$ cat config.mk
export PLATFORM = sky130hd
export DESIGN_NAME = spif_core
export DESIGN_NICKNAME = d
export VERILOG_FILES = /design/src/verilog/spif_pkg.sv /design/src/verilog/spif_core.sv
export SDC_FILE = /design/constraint.sdc
export NUM_CORES = 1
export LEC_CHECK = 0
export BUFFER_PORTS_ARGS = -buffer_cell sky130_fd_sc_hd__buf_2
export CAP_MARGIN = 10
export CORE_ASPECT_RATIO = 1.5
export CORE_MARGIN = 1.5
export CORE_UTILIZATION = 60
export CTS_CLUSTER_DIAMETER = 200
export DETAILED_ROUTE_END_ITERATION = 12
export PLACE_DENSITY = 0.84
export SYNTH_ARGS = -nofsm -noshare
export SYNTH_HDL_FRONTEND = slang
export SYNTH_SLANG_ARGS = --single-unit
$ cat constraint.sdc
create_clock -name clk_sys -period 5 [get_ports clk_sys]
set_input_delay 0.25 -clock clk_sys [delete_from_list [all_inputs] [get_ports clk_sys]]
set_output_delay 0.25 -clock clk_sys [all_outputs]
set_load 0.05 [all_outputs]
$ cat src/verilog/spif_pkg.sv
// Shared constants and types of the serial peripheral block with queues.
`default_nettype none

package spif_pkg;

  // ****************************************************************
  // Sizes and timing
  // ****************************************************************
  localparam int unsigned SPIF_DATA_W        = 16;
  localparam int unsigned SPIF_FIFO_DEPTH    = 4;
  localparam int unsigned SPIF_CLK_PERIOD_PS = 5000;
  localparam int unsigned SPIF_SCK_HALF_NS   = 20;
  localparam int unsigned SPIF_SCK_HALF_CYC  =
    ((SPIF_SCK_HALF_NS * 1000) / SPIF_CLK_PERIOD_PS) < 1 ? 1 :
    ((SPIF_SCK_HALF_NS * 1000) / SPIF_CLK_PERIOD_PS);
  localparam logic [4:0]  SPIF_BITS_BYTE    = 5'h08;
  localparam logic [4:0]  SPIF_BITS_WORD    = 5'h10;
  localparam logic [15:0] SPIF_SHIFT_RESET  = 16'h0000;
  localparam logic [7:0]  SPIF_DIV_RESET    = 8'h00;
  localparam logic [4:0]  SPIF_CNT_RESET    = 5'h00;
  localparam logic [3:0]  SPIF_PINS_RESET   = 4'h0;
  localparam logic [4:0]  SPIF_STATUS_RESET = 5'h00;

  // ****************************************************************
  // Types
  // ****************************************************************
  typedef enum logic [0:0] {
    SPIF_ST_IDLE  = 1'b0,
    SPIF_ST_SHIFT = 1'b1
  } spif_state_type;

  typedef struct packed {
    logic module_enable;
    logic master_mode;
    logic clk_polarity;
    logic bidir_pin_control;
    logic bidir_output_enable;
    logic word_length_select;
    logic stop_in_wait;
    logic mode_fault_enable;
    logic select_output_enable;
    logic queue_mode_enable;
    logic clock_gate_register;
  } spif_ctrl_type;

  typedef struct packed {
    logic wait_mode;
    logic stop_light;
    logic stop_deep;
  } spif_power_type;

  typedef struct packed {
    logic sck;
    logic mosi;
    logic miso;
    logic ss_n;
  } spif_pins_type;

  typedef struct packed {
    logic busy;
    logic rx_full;
    logic tx_empty;
    logic tx_full;
    logic mode_fault;
  } spif_status_type;

endpackage : spif_pkg

`default_nettype wire
$ cat src/verilog/spif_core.sv
// Serial peripheral engine with transmit and receive queues and pin routing.
`timescale 1ns/1ps
`default_nettype none

// ****************************************************************
// Queue
// ****************************************************************
module spif_fifo #(
  parameter int unsigned W  = 16,
  parameter int unsigned D  = 4,
  parameter int unsigned AW = 2
) (
  input  wire logic         clk_sys,
  input  wire logic         nrst,
  input  wire logic         clear,
  input  wire logic         one_deep,
  input  wire logic [W-1:0] in_data,
  input  wire logic         in_valid,
  output logic              in_ready,
  output logic [W-1:0]      out_data,
  output logic              out_valid,
  input  wire logic         out_ready
);
  localparam logic [AW:0] DEPTH_C = (AW+1)'(D);
  localparam logic [AW:0] ONE_C   = (AW+1)'(1);

  logic [W-1:0]  mem_reg [D];
  logic [AW-1:0] wr_reg;
  logic [AW-1:0] rd_reg;
  logic [AW:0]   cnt_reg;
  logic [AW:0]   cnt_next;
  logic          push;
  logic          pop;

  assign push     = in_valid && in_ready;
  assign pop      = out_valid && out_ready;
  assign out_data = mem_reg[rd_reg];

  always_comb begin
    cnt_next = cnt_reg;
    if (clear) begin
      cnt_next = '0;
    end else if (push && !pop) begin
      cnt_next = cnt_reg + ONE_C;
    end else if (pop && !push) begin
      cnt_next = cnt_reg - ONE_C;
    end
  end

  always_ff @(posedge clk_sys or negedge nrst) begin
    if (!nrst) begin
      cnt_reg   <= '0;
      wr_reg    <= '0;
      rd_reg    <= '0;
      in_ready  <= 1'b0;
      out_valid <= 1'b0;
    end else begin
      cnt_reg   <= cnt_next;
      // Outside queue mode one word is held, which is the plain double buffer.
      in_ready  <= cnt_next < (one_deep ? ONE_C : DEPTH_C);
      out_valid <= cnt_next != '0;
      if (clear) begin
        wr_reg <= '0;
        rd_reg <= '0;
      end else begin
        if (push) begin
          wr_reg <= (wr_reg == AW'(D - 1)) ? '0 : wr_reg + AW'(1);
        end
        if (pop) begin
          rd_reg <= (rd_reg == AW'(D - 1)) ? '0 : rd_reg + AW'(1);
        end
      end
    end
  end

  always_ff @(posedge clk_sys) begin
    if (push && !clear) begin
      mem_reg[wr_reg] <= in_data;
    end
  end
endmodule : spif_fifo

module spif_core #(
  parameter int unsigned SCK_HALF   = spif_pkg::SPIF_SCK_HALF_CYC,
  parameter int unsigned FIFO_DEPTH = spif_pkg::SPIF_FIFO_DEPTH
) (
  input  wire logic                         clk_sys,
  input  wire logic                         nrst,
  input  wire spif_pkg::spif_ctrl_type      ctrl,
  input  wire spif_pkg::spif_power_type     power,
  input  wire logic                         mode_fault_clear,
  input  wire logic [15:0]                  tx_data,
  input  wire logic                         tx_valid,
  output logic                              tx_ready,
  output logic [15:0]                       rx_data,
  output logic                              rx_valid,
  input  wire logic                         rx_ready,
  input  wire spif_pkg::spif_pins_type      pin_in,
  output spif_pkg::spif_pins_type           pin_out,
  output spif_pkg::spif_pins_type           pin_oe,
  output spif_pkg::spif_pins_type           pin_owned,
  output spif_pkg::spif_status_type         status
);
  import spif_pkg::*;

  localparam logic [7:0] HALF_LAST = 8'(SCK_HALF - 1);

  // ****************************************************************
  // Declarations
  // ****************************************************************
  logic [3:0]      sync1_reg;
  logic [3:0]      sync2_reg;
  logic [3:0]      sync3_reg;
  spif_pins_type   s_now;
  spif_pins_type   s_old;
  spif_state_type  state_reg;
  logic [15:0]     sh_reg;
  logic            smp_reg;
  logic [4:0]      cnt_reg;
  logic [7:0]      div_reg;
  logic            phase_reg;
  logic            fault_reg;
  spif_pins_type   out_next;
  spif_pins_type   oe_next;
  spif_pins_type   own_next;
  logic            run;
  logic            sclear;
  logic            master;
  logic            word8;
  logic [4:0]      nbits;
  logic            m_pause;
  logic            m_tick;
  logic            sel_slave;
  logic            sck_lvl;
  logic            sck_was;
  logic            ev_sample;
  logic            ev_shift;
  logic            word_done;
  logic            fault_now;
  logic            m_start;
  logic            s_start;
  logic            load;
  logic            out_bit;
  logic            din;
  logic [15:0]     sh_shift;
  logic [15:0]     rx_word;
  logic [15:0]     tq_data;
  logic            tq_valid;
  logic            tq_pop;
  logic            rx_push;
  logic            rq_ready;

  // ****************************************************************
  // Pin synchronisers
  // ****************************************************************
  always_ff @(posedge clk_sys or negedge nrst) begin
    if (!nrst) begin
      sync1_reg <= 4'h1;
      sync2_reg <= 4'h1;
      sync3_reg <= 4'h1;
    end else begin
      sync1_reg <= pin_in;
      sync2_reg <= sync1_reg;
      sync3_reg <= sync2_reg;
    end
  end

  assign s_now = sync2_reg;
  assign s_old = sync3_reg;

  // ****************************************************************
  // Mode decode and events
  // ****************************************************************
  assign run       = ctrl.clock_gate_register;
  assign sclear    = power.stop_deep || !ctrl.module_enable;
  assign master    = ctrl.master_mode;
  assign word8     = !ctrl.word_length_select;
  assign nbits     = word8 ? SPIF_BITS_BYTE : SPIF_BITS_WORD;
  // Only the master's own clock generation stops; a slave follows the pin.
  assign m_pause   = master && ((power.wait_mode && ctrl.stop_in_wait)
                     || power.stop_light);
  assign m_tick    = master && (state_reg == SPIF_ST_SHIFT) && !m_pause
                     && (div_reg == HALF_LAST);
  assign sel_slave = !master && !s_now.ss_n;
  assign sck_lvl   = s_now.sck ^ ctrl.clk_polarity;
  assign sck_was   = s_old.sck ^ ctrl.clk_polarity;
  assign ev_sample = master ? (m_tick && !phase_reg)
                   : (sel_slave && state_reg == SPIF_ST_SHIFT && sck_lvl && !sck_was);
  assign ev_shift  = master ? (m_tick && phase_reg)
                   : (sel_slave && state_reg == SPIF_ST_SHIFT && !sck_lvl && sck_was);
  assign word_done = ev_shift && (cnt_reg == nbits - 5'h01);
  assign fault_now = master && ctrl.mode_fault_enable && !ctrl.select_output_enable
                     && !s_now.ss_n;
  assign m_start   = master && state_reg == SPIF_ST_IDLE && tq_valid && !m_pause
                     && !fault_now;
  assign s_start   = state_reg == SPIF_ST_IDLE && sel_slave;
  assign load      = m_start || s_start || (word_done && sel_slave);
  assign tq_pop    = run && !sclear && load && tq_valid;
  assign out_bit   = word8 ? sh_reg[7] : sh_reg[15];
  assign sh_shift  = {sh_reg[14:0], smp_reg};
  assign rx_word   = word8 ? {8'h00, sh_shift[7:0]} : sh_shift;
  assign rx_push   = run && !sclear && word_done;

  always_comb begin
    if (master) begin
      if (ctrl.bidir_pin_control) begin
        din = ctrl.bidir_output_enable ? out_bit : s_now.mosi;
      end else begin
        din = s_now.miso;
      end
    end else begin
      if (ctrl.bidir_pin_control) begin
        din = ctrl.bidir_output_enable ? out_bit : s_now.miso;
      end else begin
        din = s_now.mosi;
      end
    end
  end

  // ****************************************************************
  // Transfer sequencer
  // ****************************************************************
  always_ff @(posedge clk_sys or negedge nrst) begin
    if (!nrst) begin
      state_reg <= SPIF_ST_IDLE;
    end else if (run) begin
      if (sclear || fault_now) begin
        state_reg <= SPIF_ST_IDLE;
      end else begin
        case (state_reg)
          SPIF_ST_IDLE: begin
            if (m_start || s_start) begin
              state_reg <= SPIF_ST_SHIFT;
            end
          end
          SPIF_ST_SHIFT: begin
            if ((master && word_done) || (!master && !sel_slave)) begin
              state_reg <= SPIF_ST_IDLE;
            end
          end
          default: begin
            state_reg <= SPIF_ST_IDLE;
          end
        endcase
      end
    end
  end

  always_ff @(posedge clk_sys or negedge nrst) begin
    if (!nrst) begin
      sh_reg  <= SPIF_SHIFT_RESET;
      cnt_reg <= SPIF_CNT_RESET;
      smp_reg <= 1'b0;
    end else if (run) begin
      if (sclear) begin
        sh_reg  <= SPIF_SHIFT_RESET;
        cnt_reg <= SPIF_CNT_RESET;
        smp_reg <= 1'b0;
      end else begin
        if (load) begin
          sh_reg  <= tq_valid ? tq_data : SPIF_SHIFT_RESET;
          cnt_reg <= SPIF_CNT_RESET;
        end else if (ev_shift) begin
          sh_reg  <= sh_shift;
          cnt_reg <= cnt_reg + 5'h01;
        end
        if (ev_sample) begin
          smp_reg <= din;
        end
      end
    end
  end

  // A paused master holds its divider and clock level, so the slave sees a
  // stretched clock phase and the word completes after the pause ends.
  always_ff @(posedge clk_sys or negedge nrst) begin
    if (!nrst) begin
      div_reg   <= SPIF_DIV_RESET;
      phase_reg <= 1'b0;
    end else if (run) begin
      if (sclear || !master || state_reg != SPIF_ST_SHIFT) begin
        div_reg   <= SPIF_DIV_RESET;
        phase_reg <= 1'b0;
      end else if (!m_pause) begin
        if (div_reg == HALF_LAST) begin
          div_reg   <= SPIF_DIV_RESET;
          phase_reg <= !phase_reg;
        end else begin
          div_reg <= div_reg + 8'h01;
        end
      end
    end
  end

  always_ff @(posedge clk_sys or negedge nrst) begin
    if (!nrst) begin
      fault_reg <= 1'b0;
    end else if (run) begin
      if (sclear) begin
        fault_reg <= 1'b0;
      end else if (fault_now) begin
        fault_reg <= 1'b1;
      end else if (mode_fault_clear) begin
        fault_reg <= 1'b0;
      end
    end
  end

  // ****************************************************************
  // Queues
  // ****************************************************************
  spif_fifo #(
    .W  (16),
    .D  (FIFO_DEPTH),
    .AW ($clog2(FIFO_DEPTH))
  ) u_txq (
    .clk_sys   (clk_sys),
    .nrst      (nrst),
    .clear     (sclear),
    .one_deep  (!ctrl.queue_mode_enable),
    .in_data   (tx_data),
    .in_valid  (tx_valid && run),
    .in_ready  (tx_ready),
    .out_data  (tq_data),
    .out_valid (tq_valid),
    .out_ready (tq_pop)
  );

  // A word that finds the receive queue full is dropped, as an overrun.
  spif_fifo #(
    .W  (16),
    .D  (FIFO_DEPTH),
    .AW ($clog2(FIFO_DEPTH))
  ) u_rxq (
    .clk_sys   (clk_sys),
    .nrst      (nrst),
    .clear     (sclear),
    .one_deep  (!ctrl.queue_mode_enable),
    .in_data   (rx_word),
    .in_valid  (rx_push),
    .in_ready  (rq_ready),
    .out_data  (rx_data),
    .out_valid (rx_valid),
    .out_ready (rx_ready && run)
  );

  // ****************************************************************
  // Pin routing
  // ****************************************************************
  always_comb begin
    out_next = SPIF_PINS_RESET;
    oe_next  = SPIF_PINS_RESET;
    own_next = SPIF_PINS_RESET;
    if (ctrl.module_enable) begin
      own_next.sck = 1'b1;
      if (master) begin
        oe_next.sck  = 1'b1;
        out_next.sck = phase_reg ^ ctrl.clk_polarity;
        own_next.mosi = 1'b1;
        out_next.mosi = out_bit;
        if (ctrl.bidir_pin_control) begin
          oe_next.mosi = ctrl.bidir_output_enable;
        end else begin
          oe_next.mosi  = 1'b1;
          own_next.miso = 1'b1;
        end
        if (ctrl.mode_fault_enable) begin
          own_next.ss_n = 1'b1;
          oe_next.ss_n  = ctrl.select_output_enable;
          out_next.ss_n = state_reg != SPIF_ST_SHIFT;
        end
      end else begin
        own_next.ss_n = 1'b1;
        own_next.miso = 1'b1;
        out_next.miso = out_bit;
        if (ctrl.bidir_pin_control) begin
          oe_next.miso = ctrl.bidir_output_enable && sel_slave;
        end else begin
          oe_next.miso  = sel_slave;
          own_next.mosi = 1'b1;
        end
      end
    end
  end

  always_ff @(posedge clk_sys or negedge nrst) begin
    if (!nrst) begin
      pin_out   <= SPIF_PINS_RESET;
      pin_oe    <= SPIF_PINS_RESET;
      pin_owned <= SPIF_PINS_RESET;
    end else begin
      pin_out   <= out_next;
      pin_oe    <= oe_next;
      pin_owned <= own_next;
    end
  end

  always_ff @(posedge clk_sys or negedge nrst) begin
    if (!nrst) begin
      status <= SPIF_STATUS_RESET;
    end else begin
      status.busy       <= state_reg == SPIF_ST_SHIFT;
      status.rx_full    <= !rq_ready;
      status.tx_empty   <= !tq_valid;
      status.tx_full    <= !tx_ready;
      status.mode_fault <= fault_reg;
    end
  end
endmodule : spif_core

`default_nettype wire

Yosys cells after proc, flatten, opt, wreduce, memory -nomap -nowiden

Memory sizes are Yosys's and may differ from the RTL's.
Cells that the tools add are included.

Memories kept: 2
Register bits after elaboration: 80
RAM bits: 128
Output and inout bits: 35
Memory bits (read-only): 0
Latch bits: 0

Memories:

| name          | words | bits a word | rd ports | clocked after Yosys merged registers in | wr ports | RTL line        | source |
|---|---|---|---|---|---|---|---|
| u_rxq.mem_reg | 4     | 16          | 1        | 0                                       | 1        | spif_core.sv:27 | `logic [W-1:0] mem_reg [D];` |
| u_txq.mem_reg | 4     | 16          | 1        | 0                                       | 1        | spif_core.sv:27 |  |

$add $sub $neg: 11
Reductions and logical operators: 83
Magnitude comparators: 2
Multipliers: 0
Shift operators: 0
Div/mod/pow operators: 0
Muxes and demuxes: 71
Bitwise operators: 4
Eq/ne operators: 7

Operator list:

| cell                                                 | count |
|---|---|
| two-way mux 16 bit                                   | 5 |
| logical AND 1 bit                                    | 42 |
| two-way mux 1 bit                                    | 33 |
| two-way mux 2 bit                                    | 14 |
| two-way mux 3 bit                                    | 8 |
| two-way mux 8 bit                                    | 3 |
| two-way mux 5 bit                                    | 4 |
| zero test 1 bit                                      | 18 |
| two-way mux 4 bit                                    | 3 |
| nonzero test 2 bit                                   | 6 |
| nonzero test 3 bit                                   | 4 |
| adder 2 x 1 -> 2 bit (second input constant)         | 4 |
| adder 8 x 1 -> 8 bit (second input constant)         | 1 |
| equality test 2 bit (second input constant)          | 4 |
| equality test 8 x 2 -> 1 bit (second input constant) | 1 |
| logical OR 1 bit                                     | 8 |
| AND reduction 2 bit                                  | 4 |
| adder 3 x 1 -> 3 bit (second input constant)         | 2 |
| less-than comparator 3 bit                           | 2 |
| subtractor 3 x 1 -> 3 bit (second input constant)    | 2 |
| adder 5 x 1 -> 5 bit (second input constant)         | 1 |
| equality test 5 bit                                  | 1 |
| subtractor 5 x 1 -> 5 bit (second input constant)    | 1 |
| AND reduction 3 bit                                  | 1 |
| 4 further kinds                                      | 6 |

Depth between registers and ports, before layout

Word-level depth: 19
Depth in mapped cells: 11
Gate-level depth less buffers: 11

By module

Synthesis repeated with hierarchy kept, for this count alone.

Cell total of the unflattened synthesis: 554
Area total of the unflattened synthesis: 8649.5 um^2

By module, submodules not included:

| module    | area an instance (um^2) | times used | cells an instance |
|---|---|---|---|
| spif_fifo | 2910.3                  | 2          | 142 |
| spif_core | 2829.0                  | 1          | 270 |

Worst setup path before layout

Ideal clock, no wire load.

Path kind: register to register
Start point: register div_reg[0]
End point: register u_rxq.in_ready
Arrival: 2.623 ns
Setup slack: 2.276 ns
Buffers on the path: 0
Period minus slack after synthesis: 2.724 ns
Stages on the path, launching flop included: 12
Setup time: 0.101 ns
Cell sequence: dfrtp_1 ha_1 or4b_4 nor2b_4 a31o_4 nand3_1 mux2i_1 xor2_1 and2_1 ha_1 or2_2 o32ai_1

Cells in the longest elaborated chain, start to end: 13
Elaborated cells between the ends (all ways): 14

RTL lines:

| element                        | RTL line         | source |
|---|---|---|
| from (decl)                    | spif_core.sv:120 | `logic [7:0] div_reg;` |
| from (signal assigned)         | spif_core.sv:289 | `div_reg <= div_reg + 8'h01;` |
| equality test 8 x 2 -> 1 bit * | spif_core.sv:183 | `&& (div_reg == HALF_LAST);` |
| logical AND 1 bit *            | spif_core.sv:183 |  |
| logical AND 1 bit *            | spif_core.sv:189 | `assign ev_shift = master ? (m_tick && phase_reg)` |
| two-way mux 1 bit *            | spif_core.sv:189 |  |
| logical AND 1 bit *            | spif_core.sv:191 | `assign word_done = ev_shift && (cnt_reg == nbits - 5'h01);` |
| logical AND 1 bit *            | spif_core.sv:202 | `assign rx_push = run && !sclear && word_done;` |
| logical AND 1 bit *            | spif_core.sv:35  | `assign push = in_valid && in_ready;` |
| zero test 1 bit                | spif_core.sv:45  | `end else if (pop && !push) begin` |
| logical AND 1 bit              | spif_core.sv:45  |  |
| two-way mux 3 bit              | spif_core.sv:45  |  |
| two-way mux 3 bit *            | spif_core.sv:43  | `end else if (push && !pop) begin` |
| two-way mux 3 bit *            | spif_core.sv:41  | `if (clear) begin` |
| named net u_rxq.cnt_next[2]    | spif_core.sv:31  | `logic [AW:0] cnt_next;` |
| less-than comparator 3 bit *   | spif_core.sv:60  | `in_ready <= cnt_next < (one_deep ? ONE_C : DEPTH_C);` |
| to (signal assigned)           | spif_core.sv:60  |  |
| to (decl)                      | spif_core.sv:19  | `output logic in_ready,` |

Mark *: on every way through the listed nets, which the timed path passes. The rest lies on a longest branch.
A chain may end at the register's enable or synchronous reset.

Final worst setup path

Start point: input port ctrl[10] (netlist bit)
End point: register sh_reg[5]

Cells in the longest elaborated chain, start to end: 4
Elaborated cells between the ends (all ways): 5

RTL lines:

| element                              | RTL line         | source |
|---|---|---|
| from (decl)                          | spif_core.sv:89  | `input wire spif_pkg::spif_ctrl_type ctrl,` |
| zero test 1 bit *                    | spif_core.sv:175 | `assign sclear = power.stop_deep \|\| !ctrl.module_enable;` |
| logical OR 1 bit *                   | spif_core.sv:175 |  |
| nonzero test 3 bit (no source line)  | n/a              |  |
| AND reduction 2 bit (no source line) | n/a              |  |
| to (signal assigned)                 | spif_core.sv:261 | `sh_reg <= tq_valid ? tq_data : SPIF_SHIFT_RESET;` |
| to (signal assigned)                 | spif_core.sv:264 | `sh_reg <= sh_shift;` |
| to (decl)                            | spif_core.sv:117 | `logic [15:0] sh_reg;` |

Mark *: on every way between the ends. The rest lies on a longest branch, timed or not.

==> results.md <==
- Status: finished clean
- Synthesis Warnings: 0
- Max-slew violations: 0
- Met3 Resource Use GR: 3.04%
- Initial antenna violation count: 0
- Layout Skew: 0.0173 ns
- Antenna cells: 0
- NetSw: 709 µW
- DRT iter0 DRCs: 210
- Relative slew slack: 20.4%
- CTS tree: built
- Pwr Density: 340 nW/µm²
- Design area: 9930 µm²
- Non-Filler Instances: 862
- I/O pins: 74
- Fraction of the yosys area taken by sequential cells: 67.1%
- Wire per inst: 18.2 µm
- CP Data Required Time: 5.33 ns
- Minimum clock period after layout: 3.43 ns
- Clock transition at the registers of the reported paths: 0.07 ns
- Critical setup path kind: input pin to register
- Leak: 0.00392 µW
- Final hold vios: 0
- Area after DPL: 9090 µm²
- Post-Syn Area: 8600 µm²
- Inst Count DP: 807
- Fin nets: 715
- Pre-Repair DR Iteration Count: 5
- Routed WL: 15700 µm
- RePlAce Congestion: 0.819
- Sw frac: 21.0%
- Register Area: 5770 µm²
- Layout fillers: 876
- Vias in the first global route: 5202
- Total CTS buffers: 19
- Setup crit end kind: register
- Total Routing Usage GR: 21.9%
- Via density: 5.71
- Syn avg cell area: 15.2 µm²
- Clock Power Share: 41.9%
- Port Buffers: 73
- Root Driver: clkbuf_16
- Setup tns final: 0 ns
- Hold Crit Class: input pin to register
- Final setup viols: 0
- Clock Tree Buf Depth: 3
- Syn Inst Count: 566
- Synth top area share: 44.7%
- Syn_nets: 623
- Worst-Margin Slew: 1.19 ns
- CTS resizes: 0
- Post-synth cell types: 64
- Setup bufs post-CTS: 0
- Comb pwr share: 4.2%
- CTS Hold Bufs: 22
- First-pass GRT wire length: 25400 µm
- Fmax: 292 MHz
- Final period util: 68.5%
- H-tree depth: 1
- Worst Path Arrival: 3.76 ns
- Vias: 4921
- Met2 Resource Use GR: 39.9%
- Ratio of cells with drive above 1 in the final layout: 23.1%
- Remaining Overflow, GRT: 0
- Multi-input gate area: 2650 µm²
- Max Cap Viol: 0
- Post-DP HPWL: 10300 µm
- RSZ-0062 raised after global routing: no
- Register bit total from synthesis: 205
- Starting density of the core: 61.5%
- Ranking of synthesized cells by area: edfxtp_1 (45%), dfrtp_1 (22%), mux4_2 (8.4%)
- Worst Path Max Fanout: 22
- Largest net degree at the start of global routing: 78
- Die H: 150 µm
- Die W: 101 µm
- GRT Max-Usage Layer: met2
- TritonCTS Sinks: 205
- Met1 Use GR: 25.9%
- Peak supply drop: 301 µV
- Seq pwr share: 54.0%
- FP Rows: 53
- Startpoint Class: input pin
- EDFF count, synth: 128
- Core area: 14000 µm²
- Die area: 15100 µm²
- Most used flip-flop cell after synthesis: edfxtp_1
- ANT nets after route: 0
- Int Power: 2660 µW
- Worst-Skew Late Latency: 0.49 ns
- Cell taking the most area after synthesis: edfxtp_1
- Async SR Flop Fraction: 37.6%
- Final core utilization: 70.9%
- Syn-to-layout area delta: 15.4%
- DRC: 0
## placed cells by master (no fill, tap or decap), types with 8 or more instances in the layout
cell	n
a21oi_1	8
and2_1	31
and3_1	8
buf_2	72
clkbuf_16	19
dfrtp_1	75
dlygate4sd3_1	22
edfxtp_1	128
ha_1	18
inv_1	16
mux2i_1	24
mux4_2	32
nand2_1	43
nand3_1	16
nor2_1	25
nor3_1	8
o21ai_0	25
o21ai_1	9
## cells in the mapped netlist (8+ instances only)
cell,instances
edfxtp_1,128
dfrtp_1,75
nand2_1,43
mux4_2,32
and2_1,31
nor2_1,25
o21ai_0,25
mux2i_1,24
ha_1,18
clkbuf_1,16
inv_1,16
nand3_1,16
o21ai_1,9
a21oi_1,8
and3_1,8
nor3_1,8
## per-stage QoR
step / hold slack [ns] / total power (µW) / setup slack [ns]
finish: 0.0329 / 3370 / 1.57
global route: 0.0309 / 3480 / 1.30
CTS: 0.0193 / 3390 / 1.61
detailed placement: 0.343 / 1980 / 1.63
global placement: 0.338 / 1980 / 1.89
floorplan: -0.0456 / 1930 / 2.28
## power groups by stage
stage / Combinational [µW] / Sequential, µW / Clock [µW]
floorplan: 55.9 / 1870 / 0
global route: 154 / 1820 / 1500
global placement: 122 / 1850 / 0
detailed placement: 128 / 1850 / 0
CTS: 142 / 1820 / 1430
finish: 141 / 1820 / 1410
## layer usage
layer	vias to the layer above	share of wire [%]
met5	-	0
met4	0	3.1
met3	42	3.0
met2	106	55
met1	2477	38
li1	2296	-
## final timing paths
check / startpoint / to / slack, ns / cells past startpoint
worst min-delay path: ctrl[3] / pin_out[0] / 0.03 / 3
worst max-delay path: ctrl[10] / sh_reg[5] / 1.57 / 7
max in group asynchronous: nrst / s_now[2] / 3.90 / 2
worst min register to register: sync1_reg[3] / s_now[3] / 0.36 / 0
min in group asynchronous: nrst / sync1_reg[3] / 0.45 / 2
worst max register to register: div_reg[0] / u_rxq.in_ready / 1.87 / 11
## critical path: stages
cell,delay (ns)
dlygate4sd3_1,0.52
buf_2,0.17
nor2b_1,0.87
o21ai_0,0.32
o21ai_2,0.71
or2_0,0.69
o21ai_0,0.22
## area by class of cell
class                      count  area share, %
sequential                   205           58.2
clock inverter                14           1.37
clock buffer                  19           4.79
inverter                      16          0.605
timing repair buffer          95           5.92
multi-input combinational    321           26.7
tap                          192           2.42
## cells by family after synthesis
| family | after synthesis | synth area share, % |
|---|---|---|
| DFF | 205 | 67.1 |
| and+or+nand+nor | 162 | 10.1 |
| AOI/OAI and AO/OA | 72 | 5.55 |
| muxes | 58 | 11.4 |
| buffers and inverters | 40 | 2.08 |
| adders and majority gates | 18 | 2.62 |
| xor gates and xnor gates | 11 | 1.12 |
(Power assumes the default switching activity.)
